`config.mk`:
```
export PLATFORM = sky130hd
export DESIGN_NAME = dbk_dev_flat
export DESIGN_NICKNAME = d
export VERILOG_FILES = /design/src/core/dbk_pkg.sv /design/src/core/dbk_port_if.sv /design/src/core/dbk_dev.sv /design/src/flat_wrapper.sv
export VERILOG_INCLUDE_DIRS = /design/src /design/src/core
export SDC_FILE = /design/constraint.sdc
export NUM_CORES = 1
export LEC_CHECK = 0
export BUFFER_PORTS_ARGS = -buffer_cell sky130_fd_sc_hd__buf_2
export CORE_ASPECT_RATIO = 1.2
export CORE_UTILIZATION = 25
export CTS_CLUSTER_SIZE = 24
export DETAILED_ROUTE_END_ITERATION = 16
export HOLD_SLACK_MARGIN = 0.06
export SLEW_MARGIN = 0
export SYNTH_ARGS = -nofsm -noshare
export SYNTH_HDL_FRONTEND = slang
export SYNTH_SLANG_ARGS = --single-unit
```
`constraint.sdc`:
```
create_clock -name pclk -period 3.2 [get_ports pclk]
set_clock_uncertainty 0.1 [all_clocks]
set_input_delay 0.64 -clock pclk [delete_from_list [all_inputs] [get_ports pclk]]
set_output_delay 0.64 -clock pclk [all_outputs]
set_load 0.1 [all_outputs]
```
`src/core/dbk_consts.svh`:
```
`ifndef DBK_CONSTS_SVH
`define DBK_CONSTS_SVH

// control write field positions (mode pin low)
`define DBK_REG_SEL_BIT        0
`define DBK_SYS_CLEAR_BIT      3
`define DBK_GLOBAL_STANDBY_BIT 4
`define DBK_POWER_N_BIT        5
`define DBK_CODING_BIT     6
`define DBK_WIDTH_BIT      7
`define DBK_CHAN_CLEAR_BIT     3
`define DBK_CHAN_STANDBY_N_BIT 4
`define DBK_SUB_BIT        7
`define DBK_BIAS_LO_BIT    8
`define DBK_BIAS_HI_BIT    9

// byte mode data write control bits
`define DBK_BYTE_SUB_BIT   0
`define DBK_BYTE_LSB_BIT   1

// power-up values
`define DBK_RST_POWER_N    1'h1
`define DBK_RST_GLOBAL_STANDBY 1'h1
`define DBK_RST_CODING     1'h1
`define DBK_RST_WIDTH      1'h0
`define DBK_RST_STANDBY_N  1'h1
`define DBK_RST_CHAN_CLEAR 1'h1
`define DBK_RST_BIAS       2'h0

// clear codes
`define DBK_MAIN_CLEAR_OB  10'h000
`define DBK_MAIN_CLEAR_TC  10'h000
`define DBK_SUB_MID_OB     8'h80
`define DBK_SUB_MID_TC     8'h00

// host apb register offsets
`define DBK_OFS_CMD        8'h00
`define DBK_OFS_CTRL       8'h04
`define DBK_OFS_STATUS     8'h08

// host apb field positions
`define DBK_CMD_ADDR_LSB   10
`define DBK_CMD_MODE_BIT   13
`define DBK_CMD_LOAD_BIT   14
`define DBK_CTRL_CLEAR_BIT 0
`define DBK_CTRL_LOAD_BIT  1
`define DBK_STAT_BUSY_BIT  0
`define DBK_STAT_LOAD_BIT  1

// timing
`define DBK_CLK_NS         50
`define DBK_SETUP_NS       50
`define DBK_WR_LOW_NS      100
`define DBK_HOLD_NS        50
`define DBK_LOAD_LOW_NS    100
`define DBK_CYC(ns)        (((ns) + `DBK_CLK_NS - 1) / `DBK_CLK_NS)
`define DBK_SETUP_CYC      `DBK_CYC(`DBK_SETUP_NS)
`define DBK_WR_LOW_CYC     `DBK_CYC(`DBK_WR_LOW_NS)
`define DBK_HOLD_CYC       `DBK_CYC(`DBK_HOLD_NS)
`define DBK_LOAD_LOW_CYC   `DBK_CYC(`DBK_LOAD_LOW_NS)

`endif

```
`src/core/dbk_pkg.sv`:
```
package dbk_pkg;

    typedef enum logic [1:0] {
        DBK_BIAS_SUPPLY_MID,
        DBK_BIAS_INTERNAL,
        DBK_BIAS_EXTERNAL,
        DBK_BIAS_UNDEFINED
    } dbk_bias_t;

    typedef enum {
        DBK_H_IDLE,
        DBK_H_SETUP,
        DBK_H_STROBE,
        DBK_H_HOLD
    } dbk_host_state_t;

endpackage : dbk_pkg

```
`src/core/dbk_port_if.sv`:
```
`timescale 1ns/10ps
interface dbk_port_if;
    logic       cs_n;
    logic       wr_n;
    logic       mode;
    logic [2:0] addr;
    logic [9:0] data;
    logic       output_load_strobe_n;
    logic       hw_clear_n;

    modport dev
    (
        input cs_n,
        input wr_n,
        input mode,
        input addr,
        input data,
        input output_load_strobe_n,
        input hw_clear_n
    );

    modport host
    (
        output cs_n,
        output wr_n,
        output mode,
        output addr,
        output data,
        output output_load_strobe_n,
        output hw_clear_n
    );
endinterface : dbk_port_if

```
`src/core/dbk_dev.sv`:
```
// Chosen here: the APB slave port and the register offsets.
`timescale 1ns/10ps
`include "dbk_consts.svh"

// Overview of operation
// - system clear sets mains to coding level
// - system clear leaves sub converters alone
// - two-bit field picks bias source
// - word mode: target bit routes data
// - byte mode: data bit zero picks target
// - channel standby low idles that channel
// - channel clear resets selected main only
// - channel clear acts on load strobe
// - power-on enters system standby
// - system power-up: active, standby set
// - channel power-up: on, clear, supply mid
// - host writes system register first
// - host then configures channels, then data
// - width bit one selects byte loading
// - control writes: bit zero picks register
// - byte data: bit one picks half
// - clear pin clears mains to level
// - clear pin sets subs to midscale
// - power-down low idles reference and converters
// - registers keep contents through power-down
// - standby never stops the reference
// - mode low control, high data
// - width bit zero selects word loading
// - system standby one idles all converters
module dbk_dev
#(
    parameter int NCH = 8
)
(
    input  wire logic                     pclk,
    input  wire logic                     presetn,
    dbk_port_if.dev                       port,
    output wire logic [NCH-1:0][9:0]      main_code,
    output wire logic [NCH-1:0][7:0]      sub_code,
    output wire logic [NCH-1:0][2:0]      bias_onehot,
    output wire logic [NCH-1:0]           chan_active,
    output wire logic                     ref_active,
    output wire logic                     outputs_grounded,
    output wire logic                     coding_offset_bin,
    output wire logic                     byte_mode
);

    localparam int CW = (NCH == 8) ? 3 : 2;

    generate
        if (NCH != 4 && NCH != 8)
        begin : g_bad_nch
            $error("dbk_dev: NCH must be 4 or 8");
        end
    endgenerate

    typedef struct packed {
        logic                 wr_n_d;
        logic                 load_n_d;
        logic                 byte_mode;
        logic                 coding_ob;
        logic                 power_down_n;
        logic                 global_standby;
        logic [NCH-1:0][1:0]  bias_sel;
        logic [NCH-1:0]       to_sub;
        logic [NCH-1:0]       standby_n;
        logic [NCH-1:0]       clear_control;
        logic [NCH-1:0][9:0]  main_in;
        logic [NCH-1:0][9:0]  main_out;
        logic [NCH-1:0][7:0]  sub_in;
        logic [NCH-1:0][7:0]  sub_out;
        logic [NCH-1:0][2:0]  bias_oh;
        logic [NCH-1:0]       active;
        logic                 ref_on;
        logic                 grounded;
    } dbk_dev_state_t;

    dbk_dev_state_t s_r;
    dbk_dev_state_t s_nxt;

    logic            wr_rise;
    logic            load_now;
    logic [CW-1:0]   ch;

    function automatic logic [9:0] dbk_main_clear(input logic ob);
        dbk_main_clear = ob ? `DBK_MAIN_CLEAR_OB : `DBK_MAIN_CLEAR_TC;
    endfunction : dbk_main_clear

    function automatic logic [7:0] dbk_sub_mid(input logic ob);
        dbk_sub_mid = ob ? `DBK_SUB_MID_OB : `DBK_SUB_MID_TC;
    endfunction : dbk_sub_mid

    function automatic logic [2:0] dbk_bias_dec(input logic [1:0] sel);
        case (dbk_pkg::dbk_bias_t'(sel))
            dbk_pkg::DBK_BIAS_SUPPLY_MID: dbk_bias_dec = 3'h1;
            dbk_pkg::DBK_BIAS_INTERNAL:   dbk_bias_dec = 3'h2;
            dbk_pkg::DBK_BIAS_EXTERNAL:   dbk_bias_dec = 3'h4;
            default:                      dbk_bias_dec = 3'h0;
        endcase
    endfunction : dbk_bias_dec

    // a write lands on the rising edge of the write strobe
    assign wr_rise  = !s_r.wr_n_d && port.wr_n && !port.cs_n;
    // load strobe low at the write edge updates at once, else on its fall
    assign load_now = (wr_rise && !port.output_load_strobe_n)
                    || (s_r.load_n_d && !port.output_load_strobe_n);
    // quad parts decode only the two low address pins
    assign ch       = port.addr[CW-1:0];

    always_comb
    begin
        s_nxt          = s_r;
        s_nxt.wr_n_d   = port.wr_n;
        s_nxt.load_n_d = port.output_load_strobe_n;

        if (wr_rise && !port.mode)
        begin
            if (!port.data[`DBK_REG_SEL_BIT])
            begin
                s_nxt.byte_mode      = port.data[`DBK_WIDTH_BIT];
                s_nxt.coding_ob      = port.data[`DBK_CODING_BIT];
                s_nxt.power_down_n   =
                    port.data[`DBK_POWER_N_BIT];
                s_nxt.global_standby =
                    port.data[`DBK_GLOBAL_STANDBY_BIT];
                if (port.data[`DBK_SYS_CLEAR_BIT])
                begin
                    // sub registers are deliberately left out here
                    for (int i = 0; i < NCH; i++)
                    begin
                        s_nxt.main_in[i]  =
                            dbk_main_clear(s_nxt.coding_ob);
                        s_nxt.main_out[i] =
                            dbk_main_clear(s_nxt.coding_ob);
                    end
                end
            end
            else
            begin
                s_nxt.bias_sel[ch] = {port.data[`DBK_BIAS_HI_BIT],
                                      port.data[`DBK_BIAS_LO_BIT]};
                s_nxt.to_sub[ch]        = port.data[`DBK_SUB_BIT];
                s_nxt.standby_n[ch]     = port.data[`DBK_CHAN_STANDBY_N_BIT];
                s_nxt.clear_control[ch] = port.data[`DBK_CHAN_CLEAR_BIT];
            end
        end
        else if (wr_rise)
        begin
            if (s_r.byte_mode ? port.data[`DBK_BYTE_SUB_BIT]
                              : s_r.to_sub[ch])
            begin
                s_nxt.sub_in[ch] = port.data[9:2];
            end
            else if (!s_r.byte_mode)
            begin
                s_nxt.main_in[ch] = port.data;
            end
            else if (!port.data[`DBK_BYTE_LSB_BIT])
            begin
                s_nxt.main_in[ch][9:2] = port.data[9:2];
            end
            else
            begin
                s_nxt.main_in[ch][1:0] = port.data[3:2];
            end
        end

        if (load_now)
        begin
            for (int i = 0; i < NCH; i++)
            begin
                // a set clear bit replaces the main word at every load
                s_nxt.main_out[i] = s_nxt.clear_control[i]
                    ? dbk_main_clear(s_nxt.coding_ob)
                    : s_nxt.main_in[i];
                s_nxt.sub_out[i]  = s_nxt.sub_in[i];
            end
        end

        // the pin wins over every write and load in the same cycle
        if (!port.hw_clear_n)
        begin
            for (int i = 0; i < NCH; i++)
            begin
                s_nxt.main_in[i]  = dbk_main_clear(s_nxt.coding_ob);
                s_nxt.main_out[i] = dbk_main_clear(s_nxt.coding_ob);
                s_nxt.sub_in[i]   = dbk_sub_mid(s_nxt.coding_ob);
                s_nxt.sub_out[i]  = dbk_sub_mid(s_nxt.coding_ob);
            end
        end

        // power state only gates activity; stored words stay intact
        s_nxt.ref_on   = s_nxt.power_down_n;
        s_nxt.grounded = !s_nxt.power_down_n
                       || s_nxt.global_standby;
        for (int i = 0; i < NCH; i++)
        begin
            s_nxt.active[i]  = s_nxt.power_down_n
                             && !s_nxt.global_standby
                             && s_nxt.standby_n[i];
            s_nxt.bias_oh[i] = dbk_bias_dec(s_nxt.bias_sel[i]);
        end
    end

    always_ff @(posedge pclk or negedge presetn)
    begin
        if (!presetn)
        begin
            s_r                <= '0;
            s_r.wr_n_d         <= 1'h1;
            s_r.load_n_d       <= 1'h1;
            s_r.byte_mode      <= `DBK_RST_WIDTH;
            s_r.coding_ob      <= `DBK_RST_CODING;
            s_r.power_down_n   <= `DBK_RST_POWER_N;
            s_r.global_standby <= `DBK_RST_GLOBAL_STANDBY;
            s_r.bias_sel       <= {NCH{`DBK_RST_BIAS}};
            s_r.standby_n      <= {NCH{`DBK_RST_STANDBY_N}};
            s_r.clear_control  <= {NCH{`DBK_RST_CHAN_CLEAR}};
            s_r.main_in        <= {NCH{`DBK_MAIN_CLEAR_OB}};
            s_r.main_out       <= {NCH{`DBK_MAIN_CLEAR_OB}};
            s_r.sub_in         <= {NCH{`DBK_SUB_MID_OB}};
            s_r.sub_out        <= {NCH{`DBK_SUB_MID_OB}};
            s_r.bias_oh        <= {NCH{3'h1}};
            s_r.ref_on         <= 1'h1;
            s_r.grounded       <= 1'h1;
        end
        else
        begin
            s_r <= s_nxt;
        end
    end

    assign main_code         = s_r.main_out;
    assign sub_code          = s_r.sub_out;
    assign bias_onehot       = s_r.bias_oh;
    assign chan_active       = s_r.active;
    assign ref_active        = s_r.ref_on;
    assign outputs_grounded  = s_r.grounded;
    assign coding_offset_bin = s_r.coding_ob;
    assign byte_mode         = s_r.byte_mode;

endmodule : dbk_dev

```
`src/flat_wrapper.sv`:
```
// flat-port wrapper written by rule: the top's interface ports become plain ports
module dbk_dev_flat 
#(
    parameter int NCH = 8
)
  (pclk, presetn, main_code, sub_code, bias_onehot, chan_active, ref_active, outputs_grounded, coding_offset_bin, byte_mode, port_cs_n, port_wr_n, port_mode, port_addr, port_data, port_output_load_strobe_n, port_hw_clear_n);
  dbk_port_if port_i ();
  input  wire logic pclk;
  input  wire logic presetn;
  output wire logic [NCH-1:0][9:0] main_code;
  output wire logic [NCH-1:0][7:0] sub_code;
  output wire logic [NCH-1:0][2:0] bias_onehot;
  output wire logic [NCH-1:0] chan_active;
  output wire logic ref_active;
  output wire logic outputs_grounded;
  output wire logic coding_offset_bin;
  output wire logic byte_mode;
  input wire logic [$bits(port_i.cs_n)-1:0] port_cs_n;
  input wire logic [$bits(port_i.wr_n)-1:0] port_wr_n;
  input wire logic [$bits(port_i.mode)-1:0] port_mode;
  input wire logic [$bits(port_i.addr)-1:0] port_addr;
  input wire logic [$bits(port_i.data)-1:0] port_data;
  input wire logic [$bits(port_i.output_load_strobe_n)-1:0] port_output_load_strobe_n;
  input wire logic [$bits(port_i.hw_clear_n)-1:0] port_hw_clear_n;
  assign port_i.cs_n = port_cs_n;
  assign port_i.wr_n = port_wr_n;
  assign port_i.mode = port_mode;
  assign port_i.addr = port_addr;
  assign port_i.data = port_data;
  assign port_i.output_load_strobe_n = port_output_load_strobe_n;
  assign port_i.hw_clear_n = port_hw_clear_n;
  dbk_dev #(.NCH(NCH)) u_core (.pclk(pclk), .presetn(presetn), .port(port_i), .main_code(main_code), .sub_code(sub_code), .bias_onehot(bias_onehot), .chan_active(chan_active), .ref_active(ref_active), .outputs_grounded(outputs_grounded), .coding_offset_bin(coding_offset_bin), .byte_mode(byte_mode));
endmodule
```
==> run_results.csv, run 1 <==
group,metric,value,unit
sta,setup_violations,0,
grt,gr-total-overflow,0,
run,maxCapViolations,0,
logic_synthesis,syn_nets,1631,
placement,gp_congestion,0.821,
pwr,internal_power,7.97,mW
floorplanning,io_pins,200,
detailed_routing,drcViolationCount,0,
floorplanning,die_area,67800,um^2
floorplanning,dieHeight,285,um
worst_setup_path,crit_type,"in -> reg",
min_path,worstHoldPathType,"in -> reg",
sta,drv_slew,0,
floorplanning,die_w,238,um
finish,multi_input_area,5640,um^2
finish,n_fill_cell,6822,
pwr,pwr-share-seq,43.2,%
placement,portBuffers,199,
floorplanning,start_util,25.3,%
clocking,cts_max_path_buffers,3,
worst_setup_path,r2r_start,"u_core.s_r[367]$_DFF_PN1_",
clocking,post_cts_buffers,0,
pwr,p_per_area,592,nW/um^2
logic_synthesis,async_flop_share,100,%
pwr,p_sw_share,29.7,%
grt,grt_first_pass_wirelength,77100,um
worst_setup_path,cp-start-kind,"input pin",
sta,worst_pin_slew,1.12,ns
detailed_routing,wire_per_inst,19.5,um
clocking,cts_resized,0,
detailed_routing,drt-total-wl,50000,um
grt,grt_pass1_vias,12296,
detailed_routing,via_per_inst,4.65,
sta,relSlewSlack,24.9,%
sta,setup_tns,0,ns
min_path,holdPathStages,1,
sta,fmax,334,MHz
pwr,peakVddDrop,420,uV
logic_synthesis,ys.flop_type,"dfrtp_1",
sta,fin_crit_sh,93.5,%
grt,antenna_found_initial,2,
worst_setup_path,worst_path_largest_cell_delay,0.53,ns
finish,drive_gt1_share,27.5,%
logic_synthesis,ys_types,48,
clocking,clk_latency,0.57,ns
logic_synthesis,synth-seq-cells,367,
detailed_routing,drt-initial-drc-count,656,
worst_setup_path,rr_endpoint,"u_core.main_code[39]$_DFFE_PN0P_",
floorplanning,row_count,103,
grt,grt.total_usage,14.9,%
clocking,cts_buffers,41,
worst_setup_path,worstPathMaxFanout,11,
finish,area_delta_synth_final,14.8,%
worst_setup_path,crit_path_top_delay_cell,"dlygate4sd3_1",
detailed_routing,dr.pass1.iters,7,
detailed_routing,ant_nets,0,
worst_setup_path,crit_path_end_kind,"register",
sta,rsz0062_at_grt,"no",
min_path,hold_end,"u_core.s_r[366]$_DFF_PN1_",
floorplanning,coreArea,65900,um^2
logic_synthesis,syn_area_per_cell,10.4,um^2
clocking,cts_root_buf,"clkbuf_16",
sta,whs,0.0994,ns
pwr,comb_power_share,14.3,%
logic_synthesis,seq_area_frac_synth,55.4,%
pwr,p_leak,8.98,nW
clocking,htree_num_levels,2,
pwr,p_sw,3.37,mW
worst_setup_path,rr_worst_depth,7,
clocking,cts_tree,"built",
logic_synthesis,syn_inst,1611,
pwr,p_clk_share,42.5,%
detailed_routing,via_count,11947,
grt,grt_max_degree,78,
logic_synthesis,ys_warn_count,0,
sta,layout_min_cycle_time,2.99,ns
outcome,status,"complete, no violations",
worst_setup_path,crit_arrival,3.33,ns
worst_setup_path,critPathRequiredTime,3.53,ns
finish,nNetsFinal,1664,
min_path,hold_start,"port_output_load_strobe_n",
clocking,cts_num_sinks,367,
worst_setup_path,r2r_setup_slack,0.56,ns
placement,dpl.hpwl,34100,um
logic_synthesis,synth_edf_count,0,
clocking,path_clk_slew,0.06,ns
logic_synthesis,synth_area,16700,um^2
sta,hold_viol,0,
finish,seqCellArea,9240,um^2
worst_setup_path,path_cells,"dlygate4sd3_1, buf_2, nor3b_1, and2_1, nand2_1, nor2_1, o211ai_1",
==> routing by layer <==
metal  GRT usage, %  routed length (um)
met5              0                  13
met4           5.35                1490
met3           3.06                2740
met2           26.1               25700
met1           17.9               20000
==> layout by cell type, fill, tap and decap left out, drive strengths merged, types with 7 or more instances in the layout <==
cell / synthesis / layout
dfrtp: 321 / 321
o211ai: 67 / 67
dfstp: 46 / 46
a21oi: 83 / 83
nor2: 91 / 91
a31oi: 7 / 7
and3: 13 / 13
inv: 11 / 13
nand4: 60 / 60
mux2i: 74 / 74
nor3: 25 / 25
nor2b: 19 / 19
buf: 202 / 275
nand2: 204 / 204
o31ai: 14 / 14
clkinv: 0 / 9
o21ai: 137 / 137
nand3: 67 / 67
clkbuf: 85 / 59
mux2: 44 / 44
==> kinds of logic (layout without fill, tap and decap cells) <==
kind of cell    Yosys count  count (layout)  share of synthesized area (%)
simple gates            504             504                           14.6
flops                   367             367                           55.4
compound gates          324             324                           11.6
buf+inv                 298             364                           11.0
mux                     118             118                           7.41
other cells               0               1                              0
==> power groups by stage <==
stage	registers [mW]	logic (mW)	clock network, mW
global route	4.91	1.72	5.15
detailed placement	4.98	1.63	0
global placement	4.97	1.61	0
floorplan	5.05	1.10	0
finish	4.89	1.62	4.82
CTS	4.89	1.63	4.96
==> registers in the layout (all words and copies together), names as in the netlist, named ones only <==
signal,flops
u_core.byte_mode,1
u_core.s_r,180
u_core.main_code,80
u_core.outputs_grounded,1
u_core.coding_offset_bin,1
u_core.sub_code,64
u_core.chan_active,8
u_core.bias_onehot,24
==> synth_stat cells (2+ instances only) <==
library cell	instances	share of area [%]
dfrtp_1	321	48
nand2_1	204	4.6
buf_4	183	8.2
o21ai_0	135	4.0
nor2_1	91	2.0
clkbuf_1	85	1.9
a21oi_1	82	2.5
mux2i_1	74	4.4
nand3_1	66	2.0
nand4_1	60	2.2
o211ai_1	58	2.6
dfstp_2	46	7.2
mux2_2	42	2.8
nor2b_1	19	0.71
nor3_1	18	0.54
buf_2	17	0.51
o31ai_1	14	0.63
and3_1	13	0.49
inv_1	11	0.25
o211ai_2	9	0.67
a31oi_1	7	0.26
nor3_4	7	0.68
a211oi_1	6	0.27
nand2b_1	6	0.22
and2_1	4	0.15
and3b_1	3	0.16
nor3b_1	3	0.13
o21a_1	3	0.13
a21o_1	2	0.090
mux2_1	2	0.13
nand3b_1	2	0.090
nor3b_2	2	0.15
==> worst max-delay path, delay by kind of cell <==
family                 cells  cell delay [ns]
AND/OR/NAND/NOR            4             1.84
buffers and inverters      2             0.66
AO/OA/AOI/OAI              1             0.18
==> through the flow <==
step | instances | cell area (um^2) | util [%] | power [mW] | worst slack (ns)
after floorplan | 1611 | 16700 | - | 6.15 | 0.483
after global placement | 2491 | 17800 | 27.0 | 6.58 | 0.192
after detailed placement | 2491 | 17800 | 27.0 | 6.60 | 0.161
after CTS | 2569 | 19200 | 29.1 | 11.5 | 0.227
after global routing | 2570 | 19200 | 29.1 | 11.8 | 0.00829
final | 2570 | 19200 | 29.1 | 11.3 | 0.208
==> cell type report <==
cell class | instances | share of cell area, %
sequential | 367 | 48.2
multi-input combinational | 946 | 29.5
timing repair buffer | 277 | 9.05
clock buffer | 59 | 6.13
tap | 892 | 5.82
clock inverter | 17 | 1.08
inverter | 11 | 0.215
antenna | 1 | 0.0131
==> what timing repair did <==
action	CTS	global route
hold buffers	2	0
setup endpoints to repair	0	0
endpoints found under the hold margin	57	0
==> worst max-delay path by stage <==
stage,endpoint,cells past startpoint,from
global route,u_core.main_code[22]$_DFFE_PN0P_,7,port_wr_n
floorplan,u_core.main_code[62]$_DFFE_PN0P_,9,port_addr[0]
finish,u_core.main_code[22]$_DFFE_PN0P_,7,port_wr_n
detailed placement,u_core.main_code[22]$_DFFE_PN0P_,6,port_cs_n
CTS,u_core.main_code[22]$_DFFE_PN0P_,7,port_wr_n
global placement,u_core.sub_code[56]$_DFFE_PN0P_,9,port_addr[0]
Power figures use the tool's default switching activity.
==> run 2, diff against run 1 <==
--- a/config.mk
+++ b/config.mk
@@ -9,8 +9,10 @@
 export BUFFER_PORTS_ARGS = -buffer_cell sky130_fd_sc_hd__buf_2
 export CORE_ASPECT_RATIO = 1.2
+export CORE_MARGIN = 1
 export CORE_UTILIZATION = 25
 export CTS_CLUSTER_SIZE = 24
 export DETAILED_ROUTE_END_ITERATION = 16
 export HOLD_SLACK_MARGIN = 0.06
+export SETUP_SLACK_MARGIN = 0.5
 export SLEW_MARGIN = 0
 export SYNTH_ARGS = -nofsm -noshare
--- a/constraint.sdc
+++ b/constraint.sdc
@@ -3,3 +3,3 @@
 set_input_delay 0.64 -clock pclk [delete_from_list [all_inputs] [get_ports pclk]]
 set_output_delay 0.64 -clock pclk [all_outputs]
-set_load 0.1 [all_outputs]
+set_load 0.02 [all_outputs]
==> run 2 against run 1 <==
Against the previous run:
- maximum frequency increased by 17%
- worst setup slack improved by 0.43 ns
- design area increased by 0.17%
- hold slack improved by 0.0030 ns
- die area unchanged
- utilization about the same
- first-iteration DRC count increased by 2.9%
- combinational power decreased by 27%
- via count increased by 0.72%
- register-to-register slack improved by 0.08 ns
- critical endpoint is now u_core.main_code[44]$_DFFE_PN0P_
- largest cell class unchanged
- largest power group unchanged
==> run_results.csv, run 2 (synthesized netlist as in run 1, its figures left out) <==
group,metric,value,unit
detailed_routing,wire_per_inst,19.7,um
worst_setup_path,worstPathMaxFanout,65,
floorplanning,coreArea,65900,um^2
detailed_routing,routed-wl-met2,26100,um
worst_setup_path,rr_endpoint,"u_core.main_code[44]$_DFFE_PN0P_",
min_path,holdPathStages,1,
grt,grt_pass1_vias,12295,
clocking,htree_num_levels,2,
worst_setup_path,cp-start-kind,"register",
sta,rsz0062_at_grt,"no",
pwr,pwr-share-seq,44.9,%
detailed_routing,top_layer_used,"met5",
clocking,cts_root_buf,"clkbuf_16",
sta,fin_crit_sh,79.9,%
sta,relSlewSlack,17.1,%
sta,layout_min_cycle_time,2.56,ns
floorplanning,dieHeight,285,um
detailed_routing,via_per_inst,4.68,
detailed_routing,wl_met1,20100,um
finish,drive_gt1_share,27.9,%
finish,nNetsFinal,1666,
pwr,p_leak,8.98,nW
outcome,status,"complete, no violations",
detailed_routing,drcViolationCount,0,
sta,setup_tns,0,ns
pwr,p_sw_share,26.9,%
worst_setup_path,rr_worst_depth,7,
pwr,p_sw,2.93,mW
clocking,cts_num_sinks,367,
placement,gp_congestion,0.821,
min_path,worstHoldPathType,"in -> reg",
worst_setup_path,crit_path_end_kind,"register",
pwr,p_per_area,568,nW/um^2
floorplanning,die_area,67800,um^2
detailed_routing,drt-initial-drc-count,675,
clocking,path_clk_slew,0.06,ns
detailed_routing,drt-total-wl,50500,um
detailed_routing,ant_nets,0,
pwr,peakVddDrop,418,uV
finish,largest_register_ffs,180,
finish,final_core_util,29.1,%
clocking,cts_buffers,41,
floorplanning,die_w,238,um
sta,setup_violations,0,
worst_setup_path,r2r_setup_slack,0.64,ns
worst_setup_path,crit_type,"reg -> reg",
clocking,cts_max_path_buffers,3,
finish,multi_input_area,5670,um^2
placement,portBuffers,199,
clocking,clk_latency,0.57,ns
placement,dpl.hpwl,34100,um
run,maxCapViolations,0,
sta,worst_pin_slew,1.24,ns
sta,fmax,391,MHz
grt,grt_first_pass_wirelength,77100,um
sta,hold_viol,0,
detailed_routing,dr.pass1.iters,5,
clocking,cts_tree,"built",
worst_setup_path,critPathCapture,"u_core.main_code[44]$_DFFE_PN0P_",
grt,grt_max_degree,78,
floorplanning,start_util,25.3,%
floorplanning,row_count,103,
worst_setup_path,critPathRequiredTime,3.53,ns
finish,final_cell_mix,"321 x dfrtp_1, 204 x nand2_1, 198 x buf_2, 135 x o21ai_0, 85 x nor2_1",
worst_setup_path,crit_arrival,2.89,ns
pwr,internal_power,7.97,mW
finish,area_delta_synth_final,15.0,%
detailed_routing,via_count,12033,
grt,grt.total_usage,14.9,%
detailed_routing,wl_met3,2790,um
pwr,p_clk_share,44.2,%
finish,n_fill_cell,6814,
grt,gr-total-overflow,0,
grt,antenna_found_initial,2,
finish,seqCellArea,9240,um^2
pwr,comb_power_share,10.9,%
floorplanning,io_pins,200,
finish,top_register,"u_core.s_r",
finish,final_common_cell,"dfrtp_1",
sta,drv_slew,0,
[run 2: cell types whose count changed in the layout (fill, tap and decap cells not counted), sizes merged]
cell,before,now
buf,275,276
nor2,91,92
[run 2: final cells by class]
| cell class | count | share of cell area (%) |
|---|---|---|
| Antenna cell | 1 | 0.0130 |
| Clock buffer | 59 | 6.11 |
| Clock inverter | 17 | 1.08 |
| Inverter | 11 | 0.215 |
| Multi-Input combinational cell | 947 | 29.5 |
| Sequential cell | 367 | 48.1 |
| Tap cell | 892 | 5.81 |
| Timing Repair Buffer | 278 | 9.07 |
[run 2: power groups by stage]
stage | sequential, mW | combinational [mW] | clock (mW)
global route | 4.91 | 1.29 | 5.15
CTS | 4.89 | 1.19 | 4.96
floorplan | 4.97 | 0.729 | 0
global placement | 4.97 | 1.17 | 0
finish | 4.89 | 1.19 | 4.81
detailed placement | 4.98 | 1.19 | 0
[run 2: layer usage]
layer / global-route usage [%] / vias to the layer above
li1: - / 5482
met1: 17.9 / 6115
met2: 26.1 / 356
met3: 3.06 / 78
met4: 5.35 / 2
met5: 0 / -
[run 2: repair_timing]
action | 4_1_cts | 5_1_grt
hold buffers | 2 | 0
resized for setup | 0 | 6
setup buffers | 0 | 1
hold endpoints to repair | 57 | 0
endpoints found under the setup margin | 0 | 98
[run 2: per-stage QoR]
step | cells | setup WS [ns] | hold slack, ns | cell area [um^2] | power, mW
detailed placement | 2491 | 0.161 | 0.367 | 17800 | 6.16
CTS | 2569 | 0.513 | 0.0653 | 19200 | 11.0
global route | 2572 | 0.517 | 0.0782 | 19200 | 11.3
finish | 2572 | 0.643 | 0.102 | 19200 | 10.9
floorplan | 1611 | 0.503 | 0.244 | 16700 | 5.70
global placement | 2491 | 0.192 | 0.361 | 17800 | 6.13
[run 2: how the worst min path moves through the flow]
stage | from | end | slack, ns
finish | port_output_load_strobe_n | u_core.s_r[366]$_DFF_PN1_ | 0.10
global route | port_output_load_strobe_n | u_core.s_r[366]$_DFF_PN1_ | 0.08
CTS | port_output_load_strobe_n | u_core.s_r[366]$_DFF_PN1_ | 0.07
detailed placement | u_core.main_code[6]$_DFFE_PN0P_ | u_core.main_code[6]$_DFFE_PN0P_ | 0.37
global placement | u_core.main_code[70]$_DFFE_PN0P_ | u_core.main_code[70]$_DFFE_PN0P_ | 0.36
floorplan | presetn | asynchronous set/reset pin | 0.24
[run 2: worst max-delay path, stage by stage (launching register included)]
cell and delay, ns:
dfrtp_1 0.38, mux2_1 0.30, a31oi_1 0.21, o211ai_2 0.27
o21a_1 0.29, buf_12 0.18, nor2_1 0.46, o211ai_1 0.17
